===== config.mk =====
export PLATFORM = sky130hd
export DESIGN_NAME = sild_driver
export DESIGN_NICKNAME = d
export VERILOG_FILES = /design/src/logic/sild_driver.v /design/src/logic/sild_sync.v
export VERILOG_INCLUDE_DIRS = /design/src /design/src/logic
export SDC_FILE = /design/constraint.sdc
export NUM_CORES = 1
export LEC_CHECK = 0
export BUFFER_PORTS_ARGS = -buffer_cell sky130_fd_sc_hd__buf_4
export CORE_MARGIN = 10
export CORE_UTILIZATION = 50
export DETAILED_ROUTE_END_ITERATION = 6
export GPL_TIMING_DRIVEN = 0
export MAX_ROUTING_LAYER = met4
export PLACE_DENSITY = 0.79
export SETUP_SLACK_MARGIN = 0.4
export SLEW_MARGIN = 20
export SYNTH_ARGS = -nofsm -noshare
export SYNTH_HDL_FRONTEND = slang
export SYNTH_SLANG_ARGS = --single-unit

===== constraint.sdc =====
create_clock -name clk_sys -period 1.4 [get_ports clk_sys]
set_input_delay 0 -clock clk_sys [delete_from_list [all_inputs] [get_ports clk_sys]]
set_output_delay 0 -clock clk_sys [all_outputs]
set_load 0.05 [all_outputs]

===== src/logic/sild_defines.vh =====
// Constants for the serial-in latched driver: timing figures and counts.
// Assumes a single system clock whose period is given below in ns.
//
// What this block does
// [RULE1] Serial data input enters stage one on each shift clock rise.
// [RULE2] Each later rise moves every stage one place toward serial output.
// [RULE3] Host sets the data bit before raising the shift clock.
// [RULE4] While strobe is high each latch takes its shift stage value.
// [RULE5] Latches follow the register for as long as strobe stays high.
// [RULE6] Strobe low holds latches; strobe high, enable low shows live state.
// [RULE7] With strobe tied high the host keeps outputs disabled while shifting.
// [RULE8] Disable high turns all outputs off and leaves all storage alone.
// [RULE9] Output disable low drives each output from its latch.
// [RULE10] Serial data output always shows the eighth stage.
// [RULE11] Without a shift clock rise the register holds all stages.
`ifndef SILD_DEFINES_VH
`define SILD_DEFINES_VH

`define SILD_STAGES         8
`define SILD_CLK_PERIOD_NS  20

// Least times on the pins, in ns as printed.
`define SILD_T_SETUP_NS     75
`define SILD_T_HOLD_NS      75
`define SILD_T_CLK_W_NS     150
`define SILD_T_STB_W_NS     100

// Least times round up to whole system clock cycles.
`define SILD_CEIL_CYC(ns) \
    (((ns) + `SILD_CLK_PERIOD_NS - 1) / `SILD_CLK_PERIOD_NS)
`define SILD_SETUP_CYC      `SILD_CEIL_CYC(`SILD_T_SETUP_NS)
`define SILD_HOLD_CYC       `SILD_CEIL_CYC(`SILD_T_HOLD_NS)
`define SILD_CLK_W_CYC      `SILD_CEIL_CYC(`SILD_T_CLK_W_NS)
`define SILD_STB_W_CYC      `SILD_CEIL_CYC(`SILD_T_STB_W_NS)

`define SILD_CNT_W          8
`define SILD_OUT_OFF        8'h00

`endif


===== src/logic/sild_driver.v =====
// Serial-in latched driver: eight-stage shift register, eight latches and
// eight sink outputs gated by an active-low enable, plus pin timing checks.
// Assumes all pin inputs come from a host outside the clk_sys domain.
`timescale 1ns/1ps
`include "sild_defines.vh"
module sild_driver #(
    parameter STAGES = `SILD_STAGES
) (
    // Clock and reset
    input  wire              clk_sys,
    input  wire              rstn,
    // Host pins
    input  wire              ser_in,
    input  wire              shift_clk,
    input  wire              strobe,
    input  wire              out_enable_n,
    // Driver outputs, one means the output sinks current
    output reg  [STAGES-1:0] drive_on,
    // Cascade output
    output reg               ser_out,
    // Pin timing checks, one-cycle pulses
    output reg               setup_err,
    output reg               hold_err,
    output reg               clk_width_err,
    output reg               strobe_width_err,
    output reg               bypass_err
);
    // Cycle counts are worked out as integers and cut to the counter width.
    // All of them sit far below the top value of that counter.
    localparam integer SETUP_I = `SILD_SETUP_CYC;
    localparam integer HOLD_I  = `SILD_HOLD_CYC;
    localparam integer CLK_W_I = `SILD_CLK_W_CYC;
    localparam integer STB_W_I = `SILD_STB_W_CYC;
    localparam [`SILD_CNT_W-1:0] SETUP_CYC = SETUP_I[`SILD_CNT_W-1:0];
    localparam [`SILD_CNT_W-1:0] HOLD_CYC  = HOLD_I[`SILD_CNT_W-1:0];
    localparam [`SILD_CNT_W-1:0] CLK_W_CYC = CLK_W_I[`SILD_CNT_W-1:0];
    localparam [`SILD_CNT_W-1:0] STB_W_CYC = STB_W_I[`SILD_CNT_W-1:0];
    localparam [`SILD_CNT_W-1:0] CNT_MAX   = {`SILD_CNT_W{1'b1}};

    // Synchronised pin levels.
    wire [3:0] pins_s;
    wire       data_s;
    wire       sclk_s;
    wire       stb_s;
    wire       dis_s;

    // Previous synchronised levels for edge finding.
    reg        data_q;
    reg        sclk_q;
    reg        stb_q;

    wire       sclk_rise;
    wire       sclk_fall;
    wire       stb_fall;
    wire       data_chg;

    // Storage.
    reg  [STAGES-1:0] shift_reg;
    reg  [STAGES-1:0] latch_q;
    reg  [STAGES-1:0] next_shift;
    reg  [STAGES-1:0] next_latch;

    // Timing counters.
    reg  [`SILD_CNT_W-1:0] data_age;
    reg  [`SILD_CNT_W-1:0] since_rise;
    reg  [`SILD_CNT_W-1:0] clk_high;
    reg  [`SILD_CNT_W-1:0] stb_high;

    function [`SILD_CNT_W-1:0] sat_inc;
        input [`SILD_CNT_W-1:0] v;
        begin
            sat_inc = (v == CNT_MAX) ? v : v + 1'b1;
        end
    endfunction

    // A counter started by one seen pin edge reads one less than the number
    // of clk_sys edges between the two pin events, since both pass the same
    // synchroniser. The compare takes that cycle back off the limit instead
    // of adding it to the count, which could wrap at saturation.
    function too_close;
        input [`SILD_CNT_W-1:0] age;
        input [`SILD_CNT_W-1:0] lim;
        begin
            too_close = (lim != {`SILD_CNT_W{1'b0}}) && (age < lim - 1'b1);
        end
    endfunction

    sild_sync #(
        .WIDTH (4)
    ) u_sync (
        .clk_sys (clk_sys),
        .rstn    (rstn),
        .d       ({out_enable_n, strobe, shift_clk, ser_in}),
        .q       (pins_s)
    );

    assign data_s = pins_s[0];
    assign sclk_s = pins_s[1];
    assign stb_s  = pins_s[2];
    assign dis_s  = pins_s[3];

    // Edge registers reset low like the idle pins, so no edge is seen after
    // reset unless a pin is already high at release.
    assign sclk_rise = sclk_s & ~sclk_q;
    assign sclk_fall = ~sclk_s & sclk_q;
    assign stb_fall  = ~stb_s & stb_q;
    assign data_chg  = data_s ^ data_q;

    always @(posedge clk_sys or negedge rstn) begin
        if (!rstn) begin
            data_q <= 1'b0;
            sclk_q <= 1'b0;
            stb_q  <= 1'b0;
        end else begin
            data_q <= data_s;
            sclk_q <= sclk_s;
            stb_q  <= stb_s;
        end
    end

    // Data and clock pass equal synchroniser delays, so the bit taken is the
    // one that stood in the cycle before the clock rise was seen. This keeps
    // a data change landing together with the rise from slipping in.
    always @* begin
        next_shift = shift_reg; // RULE11
        if (sclk_rise) begin
            next_shift = {shift_reg[STAGES-2:0], data_q}; // RULE1 RULE2
        end
    end

    // The latch follows the register value of this same cycle, so a shift
    // during strobe high reaches the latch without an extra cycle of lag.
    always @* begin
        next_latch = latch_q; // RULE6
        if (stb_s) begin
            next_latch = next_shift; // RULE4 RULE5
        end
    end

    // Output disable only gates the drivers; storage never looks at it.
    always @(posedge clk_sys or negedge rstn) begin
        if (!rstn) begin
            shift_reg <= {STAGES{1'b0}};
            latch_q   <= {STAGES{1'b0}};
        end else begin
            shift_reg <= next_shift; // RULE8
            latch_q   <= next_latch;
        end
    end

    always @(posedge clk_sys or negedge rstn) begin
        if (!rstn) begin
            drive_on <= `SILD_OUT_OFF;
            ser_out  <= 1'b0;
        end else begin
            // Disable acts on the output flop only, so the latch value comes
            // back on the pins as soon as disable drops.
            if (dis_s) begin
                drive_on <= `SILD_OUT_OFF; // RULE8
            end else begin
                drive_on <= next_latch; // RULE9 RULE6
            end
            ser_out <= next_shift[STAGES-1]; // RULE10
        end
    end

    // Age of the present data level, clock high time, time since the last
    // clock rise and strobe high time. All saturate, so long idle gaps are
    // harmless.
    always @(posedge clk_sys or negedge rstn) begin
        if (!rstn) begin
            data_age   <= CNT_MAX;
            since_rise <= CNT_MAX;
            clk_high   <= {`SILD_CNT_W{1'b0}};
            stb_high   <= {`SILD_CNT_W{1'b0}};
        end else begin
            if (data_chg) begin
                data_age <= {`SILD_CNT_W{1'b0}};
            end else begin
                data_age <= sat_inc(data_age);
            end
            if (sclk_rise) begin
                since_rise <= {`SILD_CNT_W{1'b0}};
            end else begin
                since_rise <= sat_inc(since_rise);
            end
            if (sclk_s) begin
                clk_high <= sat_inc(clk_high);
            end else begin
                clk_high <= {`SILD_CNT_W{1'b0}};
            end
            if (stb_s) begin
                stb_high <= sat_inc(stb_high);
            end else begin
                stb_high <= {`SILD_CNT_W{1'b0}};
            end
        end
    end

    // Checks on the host's side of the contract. They only report; the
    // storage path behaves the same whether or not a check fires, since the
    // sampled view of a pin can be one cycle off either way.
    always @(posedge clk_sys or negedge rstn) begin
        if (!rstn) begin
            setup_err        <= 1'b0;
            hold_err         <= 1'b0;
            clk_width_err    <= 1'b0;
            strobe_width_err <= 1'b0;
            bypass_err       <= 1'b0;
        end else begin
            // Data that changed too close before the rise.
            setup_err <= sclk_rise & too_close(data_age, SETUP_CYC); // RULE3
            // Data that changed too soon after the rise.
            hold_err <= data_chg & ~sclk_rise & too_close(since_rise, HOLD_CYC);
            // Clock or strobe high for less than its least width.
            clk_width_err <= sclk_fall & (clk_high < CLK_W_CYC);
            strobe_width_err <= stb_fall & (stb_high < STB_W_CYC);
            // Shifting with strobe high and drivers on shows ripple.
            bypass_err <= sclk_rise & stb_s & ~dis_s; // RULE7
        end
    end
endmodule


===== src/logic/sild_sync.v =====
// Two-stage synchroniser for a group of pin inputs.
// Assumes the inputs are asynchronous to clk_sys; only q may be read.
`timescale 1ns/1ps
module sild_sync #(
    parameter WIDTH = 4
) (
    // Clock and reset
    input  wire             clk_sys,
    input  wire             rstn,
    // Pins in, synchronised levels out
    input  wire [WIDTH-1:0] d,
    output reg  [WIDTH-1:0] q
);
    reg [WIDTH-1:0] meta;

    // The first stage feeds only the second stage.
    always @(posedge clk_sys or negedge rstn) begin
        if (!rstn) begin
            meta <= {WIDTH{1'b0}};
            q    <= {WIDTH{1'b0}};
        end else begin
            meta <= d;
            q    <= meta;
        end
    end
endmodule


* Yosys cells after proc, flatten, opt, wreduce, memory -nomap -nowiden
Index checks and enable logic that the tools add are counted.
** Word-level totals
- Bits in registers :: 73
- Bits in latches :: 0
- Bits in writable memories :: 0
- Bits in read-only memories :: 0
- Input bits :: 6
- Memories :: 0
** Cells by class
- Add/sub/neg operators :: 4
- $mul :: 0
- Divide/modulo/power cells :: 0
- Magnitude comparators :: 4
- Equality and inequality tests :: 8
- Shifts and indexed selects :: 0
- Muxes and demuxes :: 11
- Bitwise logic cells :: 16
- Reductions and logical operators :: 0
** Operators by type and width (number)
- 8-bit two-way mux :: 11
- 8-bit by 1-bit adder with 8-bit output (second input constant) :: 4
- 8-bit == test (second input constant) :: 4
- 8-bit by 2-bit less-than comparator with 1-bit output (second input constant) :: 2
- 1-bit bitwise AND :: 10
- 8-bit by 3-bit less-than comparator with 1-bit output (second input constant) :: 1
- 8-bit by 4-bit less-than comparator with 1-bit output (second input constant) :: 1
- 2-bit inequality test (second input constant) :: 4
- 1-bit NOT :: 5
- 1-bit XOR :: 1

* Depth between registers and ports, before layout
- Word-level depth :: 5
- Mapped depth :: 5
- Depth with buffers taken out :: 4

* Hierarchy
Synthesis repeated with hierarchy kept, for this count alone.
** Second synthesis, totals
- Cell total of the unflattened synthesis :: 272
- Area total of the unflattened synthesis :: 3095.5 um^2
** By module, submodules not included
- sild_driver :: instances 1, cells an instance 264, area an instance 2895.3 um^2, sequential area each 1621.6 um^2
- sild_sync :: instances 1, cells an instance 8, area an instance 200.2 um^2, sequential area each 200.2 um^2

* Worst setup path before layout
OpenSTA, ideal clock, no wires.
- Path type :: register -> register
- From :: register data_age[0]
- To :: register data_age[3]
- Arrival time :: 1.387 ns
- Data required time :: 1.323 ns
- Path slack :: -0.064 ns
- Cell stages (with the launch flop) :: 5
- Path buffers :: 0
- Cell sequence :: dfstp_2 ha_1 nand2_1 or3_4 a31oi_1
** Between the ends
- Longest elaborated chain between the ends :: 3
- Elaborated cells between the ends (all ways) :: 5
- Those cells by class :: 1 x add/sub; 2 x eq/ne; 2 x mux
** Ends and longest elaborated chain
- from (decl) :: RTL line sild_driver.v:64 : reg [`SILD_CNT_W-1:0] data_age;
- from (signal assigned) :: RTL line sild_driver.v:178 : data_age <= {`SILD_CNT_W{1'b0}};
- from (signal assigned) :: RTL line sild_driver.v:180 : data_age <= sat_inc(data_age);
- 8-bit by 1-bit adder with 8-bit output :: RTL line sild_driver.v:72 : sat_inc = (v == CNT_MAX) ? v : v + 1'b1;
- 8-bit two-way mux :: RTL line sild_driver.v:72
- 8-bit two-way mux :: RTL line sild_driver.v:177 : if (data_chg) begin
Parallel ways exist; a longest one is shown, timed or not. The select of a mux whose other input is x is not followed.
A chain may end at the register's enable or synchronous reset.

* Worst setup path in the final report
- From :: register since_rise[0]
- To :: register since_rise[4]
** Between the ends
- Longest elaborated chain between the ends :: 3
- Elaborated cells between the ends (all ways) :: 5
- Those cells by class :: 1 x add/sub; 2 x eq/ne; 2 x mux
** Ends and longest elaborated chain
- from (decl) :: RTL line sild_driver.v:65 : reg [`SILD_CNT_W-1:0] since_rise;
- from (signal assigned) :: RTL line sild_driver.v:183 : since_rise <= {`SILD_CNT_W{1'b0}};
- from (signal assigned) :: RTL line sild_driver.v:185 : since_rise <= sat_inc(since_rise);
- 8-bit by 1-bit adder with 8-bit output :: RTL line sild_driver.v:72
- 8-bit two-way mux :: RTL line sild_driver.v:72
- 8-bit two-way mux :: RTL line sild_driver.v:182 : if (sclk_rise) begin
Parallel ways exist; a longest one is shown, timed or not. The select of a mux whose other input is x is not followed.

==> flow_metrics.tcl <==
set metrics [dict create \
    r2r_start "since_rise[0]" \
    pwr-share-comb 0.255 \
    cts_tree "built" \
    synthToLayoutAreaGrowth_pct 48.7 \
    synth-seq-area-share 0.588 \
    cap_violations 0 \
    seqPwrFrac 0.493 \
    grt_pass1_wl_um 12700 \
    ys.flop_type "dfrtp_1" \
    cts_root_buffer "clkbuf_8" \
    tightest_slew_ns 0.877 \
    hold_viol 56 \
    skew_ns 0.00967 \
    synth-edff-count 0 \
    cts_buffers 9 \
    outcome "complete, but fails checks" \
    ant_nets 0 \
    cts.clk_slew.worst_paths_ns 0.07 \
    num_rows 28 \
    floorplan.initialDensity 0.521 \
    clockBufferDepth 2 \
    total_power_mw 5.54 \
    power.internal_mw 3.74 \
    grt_max_degree 73 \
    violations "negative hold slack" \
    grt_pass1_vias 2648 \
    critPathRequiredTime_ns 1.66 \
    switching_share 0.325 \
    ys_warn_count 0 \
    die_h_um 98.7 \
    wl_per_cell_um 18.2 \
    worst-setup-path-type "register to register" \
    vdd_ir_drop_max_v 0.000886 \
    route.detailed.drc 0 \
    fmax_mhz 716 \
    hold_buffers 4 \
    drive_gt1_frac 0.540 \
    via_per_inst 5.80 \
    post-route-period-util 0.998 \
    p_sw_mw 1.80 \
    fill_cells 332 \
    p_per_area_nw_per_um2 1200 \
    via_count 2552 \
    gp_congestion 0.851 \
    crit-reg2reg-capture "since_rise[4]" \
    synthesis.instances 273 \
    drtIter0Drc 120 \
    layout_min_cycle_time_ns 1.40 \
    port-buffer-count 19 \
    async_flop_share 1.00 \
    leakagePower_nw 2.01 \
    die_area_um2 9750 \
    crit_fanout 4 \
    syn_area_um2 3100 \
    reg2reg_setup_slack_ns 0.003 \
    rsz0062_at_grt "yes" \
    finalSetupViolCount 0 \
    wl_um 8020 \
    pwr-share-clk 0.252 \
    final_util 0.774 \
    yosys_register_bits 72 \
    clock-sinks 72 \
    nets 371 \
    end_kind "register" \
    die_w_um 98.7 \
    slew_violations 0 \
    diodes 0 \
    dr.pass1.iters 4 \
    coreArea_um2 5960 \
    dp_hpwl_um 3980 \
    yosysUniqueCellTypes 44 \
    syn_nets 284 \
    grt_use_total 0.163 \
    htreeDepth 3 \
    start_kind "register" \
    hold_class "input port to async pin" \
    postSynthAreaPerCell_um2 11.4 \
    io_pins 20 \
    layout_setup_ws_ns 0.00309 \
    grt-ovfl-total 0 \
    antenna_found_initial 0 \
    cp.arrival_ns 1.66 \
    place_ws_ns 0.0304 \
    r2r_cells 6 \
    maxSlewHeadroom 0.416 \
    holdWs_ns -0.227 \
    clock_latency_ns 0.34 \
]
critical path, cell delays in order, from the launching register on:
cell and delay [ns]:
dfstp_2 0.57, ha_4 0.15, and3_4 0.17, buf_6 0.12
buf_6 0.10, o21ai_2 0.04, a31oi_1 0.15
cell usage in the layout, fill, tap and decap left out, drive strengths merged, types with 4 or more instances in the layout:
| master | Yosys | routed |
|---|---|---|
| inv | 11 | 11 |
| a31oi | 13 | 13 |
| mux2i | 15 | 15 |
| nor3 | 8 | 8 |
| clkbuf | 3 | 19 |
| dfrtp | 56 | 56 |
| nor2 | 17 | 17 |
| a211oi | 11 | 11 |
| dfstp | 16 | 16 |
| nor4 | 4 | 4 |
| nand4 | 5 | 5 |
| and3 | 10 | 10 |
| o21ai | 10 | 10 |
| and4 | 4 | 4 |
| nand2 | 20 | 20 |
| dlygate4sd3 | 0 | 4 |
| nand3 | 9 | 9 |
| ha | 5 | 5 |
| a21oi | 17 | 17 |
| buf | 7 | 78 |
power groups by stage:
stage / Combinational (mW) / Clock (mW) / Sequential [mW]
after floorplan: 0.486 / 0 / 2.91
after global placement: 0.990 / 0 / 2.68
after detailed placement: 1.02 / 0 / 2.71
after CTS: 1.33 / 1.43 / 2.71
after global routing: 1.52 / 1.52 / 2.77
final: 1.41 / 1.40 / 2.73
logic make-up (layout without fill, tap and decap cells):
kind of cell / Yosys count / in the layout / synth area share
and+or+nand+nor: 94 / 94 / 0.171
DFF: 72 / 72 / 0.588
AOI/OAI and AO/OA: 63 / 63 / 0.129
buffers and inverters: 21 / 113 / 0.0327
muxes: 15 / 15 / 0.0484
adders and majority gates: 5 / 5 / 0.0202
xor gates and xnor gates: 3 / 3 / 0.0109
worst max-delay path by stage:
stage                  start             to  slack [ns]  cells past startpoint
2_1_floorplan    data_age[1]    data_age[0]         0.1                      4
3_3_place_gp     data_age[1]    data_age[1]        0.05                      4
3_5_place_dp   since_rise[0]  since_rise[5]        0.03                      5
4_1_cts        since_rise[0]  since_rise[6]        0.05                      5
5_1_grt          data_age[4]    data_age[0]       -0.04                      3
6_report       since_rise[0]  since_rise[4]       0.003                      6
Yosys cell counts, drive strengths merged, types with 2 or more instances:
cell / instances / area, um2
nand2b: 3 / 18.8
nand4: 5 / 31.3
a21oi: 17 / 85.1
nor3b: 3 / 22.5
nand3: 9 / 50.1
ha: 5 / 62.6
nand2: 20 / 75.1
o211a: 2 / 20.0
a211oi: 11 / 82.6
nor3: 8 / 45.0
and3b: 2 / 17.5
nor4b: 3 / 32.5
and4: 4 / 35.0
xor2: 2 / 17.5
a21o: 2 / 15.0
buf: 7 / 48.8
dfstp: 16 / 420
a31oi: 13 / 81.3
inv: 11 / 41.3
o21a: 3 / 22.5
mux2i: 15 / 150
nor2: 17 / 63.8
and2: 2 / 12.5
nor4: 4 / 25.0
o21ai: 10 / 50.0
clkbuf: 3 / 11.3
and3: 10 / 62.6
dfrtp: 56 / 1400
routing by layer:
metal | part of all wire | up-vias | track usage
met5 | 0 | - | -
met3 | 0.035 | 11 | 0.0391
met1 | 0.42 | 1308 | 0.184
li1 | - | 1180 | -
met2 | 0.53 | 53 | 0.270
met4 | 0.015 | 0 | 0.0728
through the flow:
step                instance area [um2]  cells  setup TNS [ns]
detailed placement                 3520    367               0
global placement                   3520    367               0
global route                       4610    440          -0.149
floorplan                          3280    273               0
finish                             4610    440               0
CTS                                4350    428               0
area by class of cell:
| cell class | instances | area, um2 | area share |
|---|---|---|---|
| Sequential cell | 72 | 1830 | 0.398 |
| Multi-Input combinational cell | 180 | 1700 | 0.369 |
| Timing Repair Buffer | 76 | 679 | 0.147 |
| Clock buffer | 15 | 156 | 0.0339 |
| Buffer | 10 | 97.6 | 0.0212 |
| Tap cell | 75 | 93.8 | 0.0204 |
| Inverter | 11 | 41.3 | 0.00896 |
| Clock inverter | 1 | 5.00 | 0.00109 |
repair_timing:
item                                   in CTS  in global routing
pin swaps                                  31                 24
endpoints found under the hold margin      60                 56
setup endpoints to repair                  61                 61
setup buffers                              41                 12
gates resized for setup                    62                 40
Note: power is estimated with default switching activity, not from simulation.
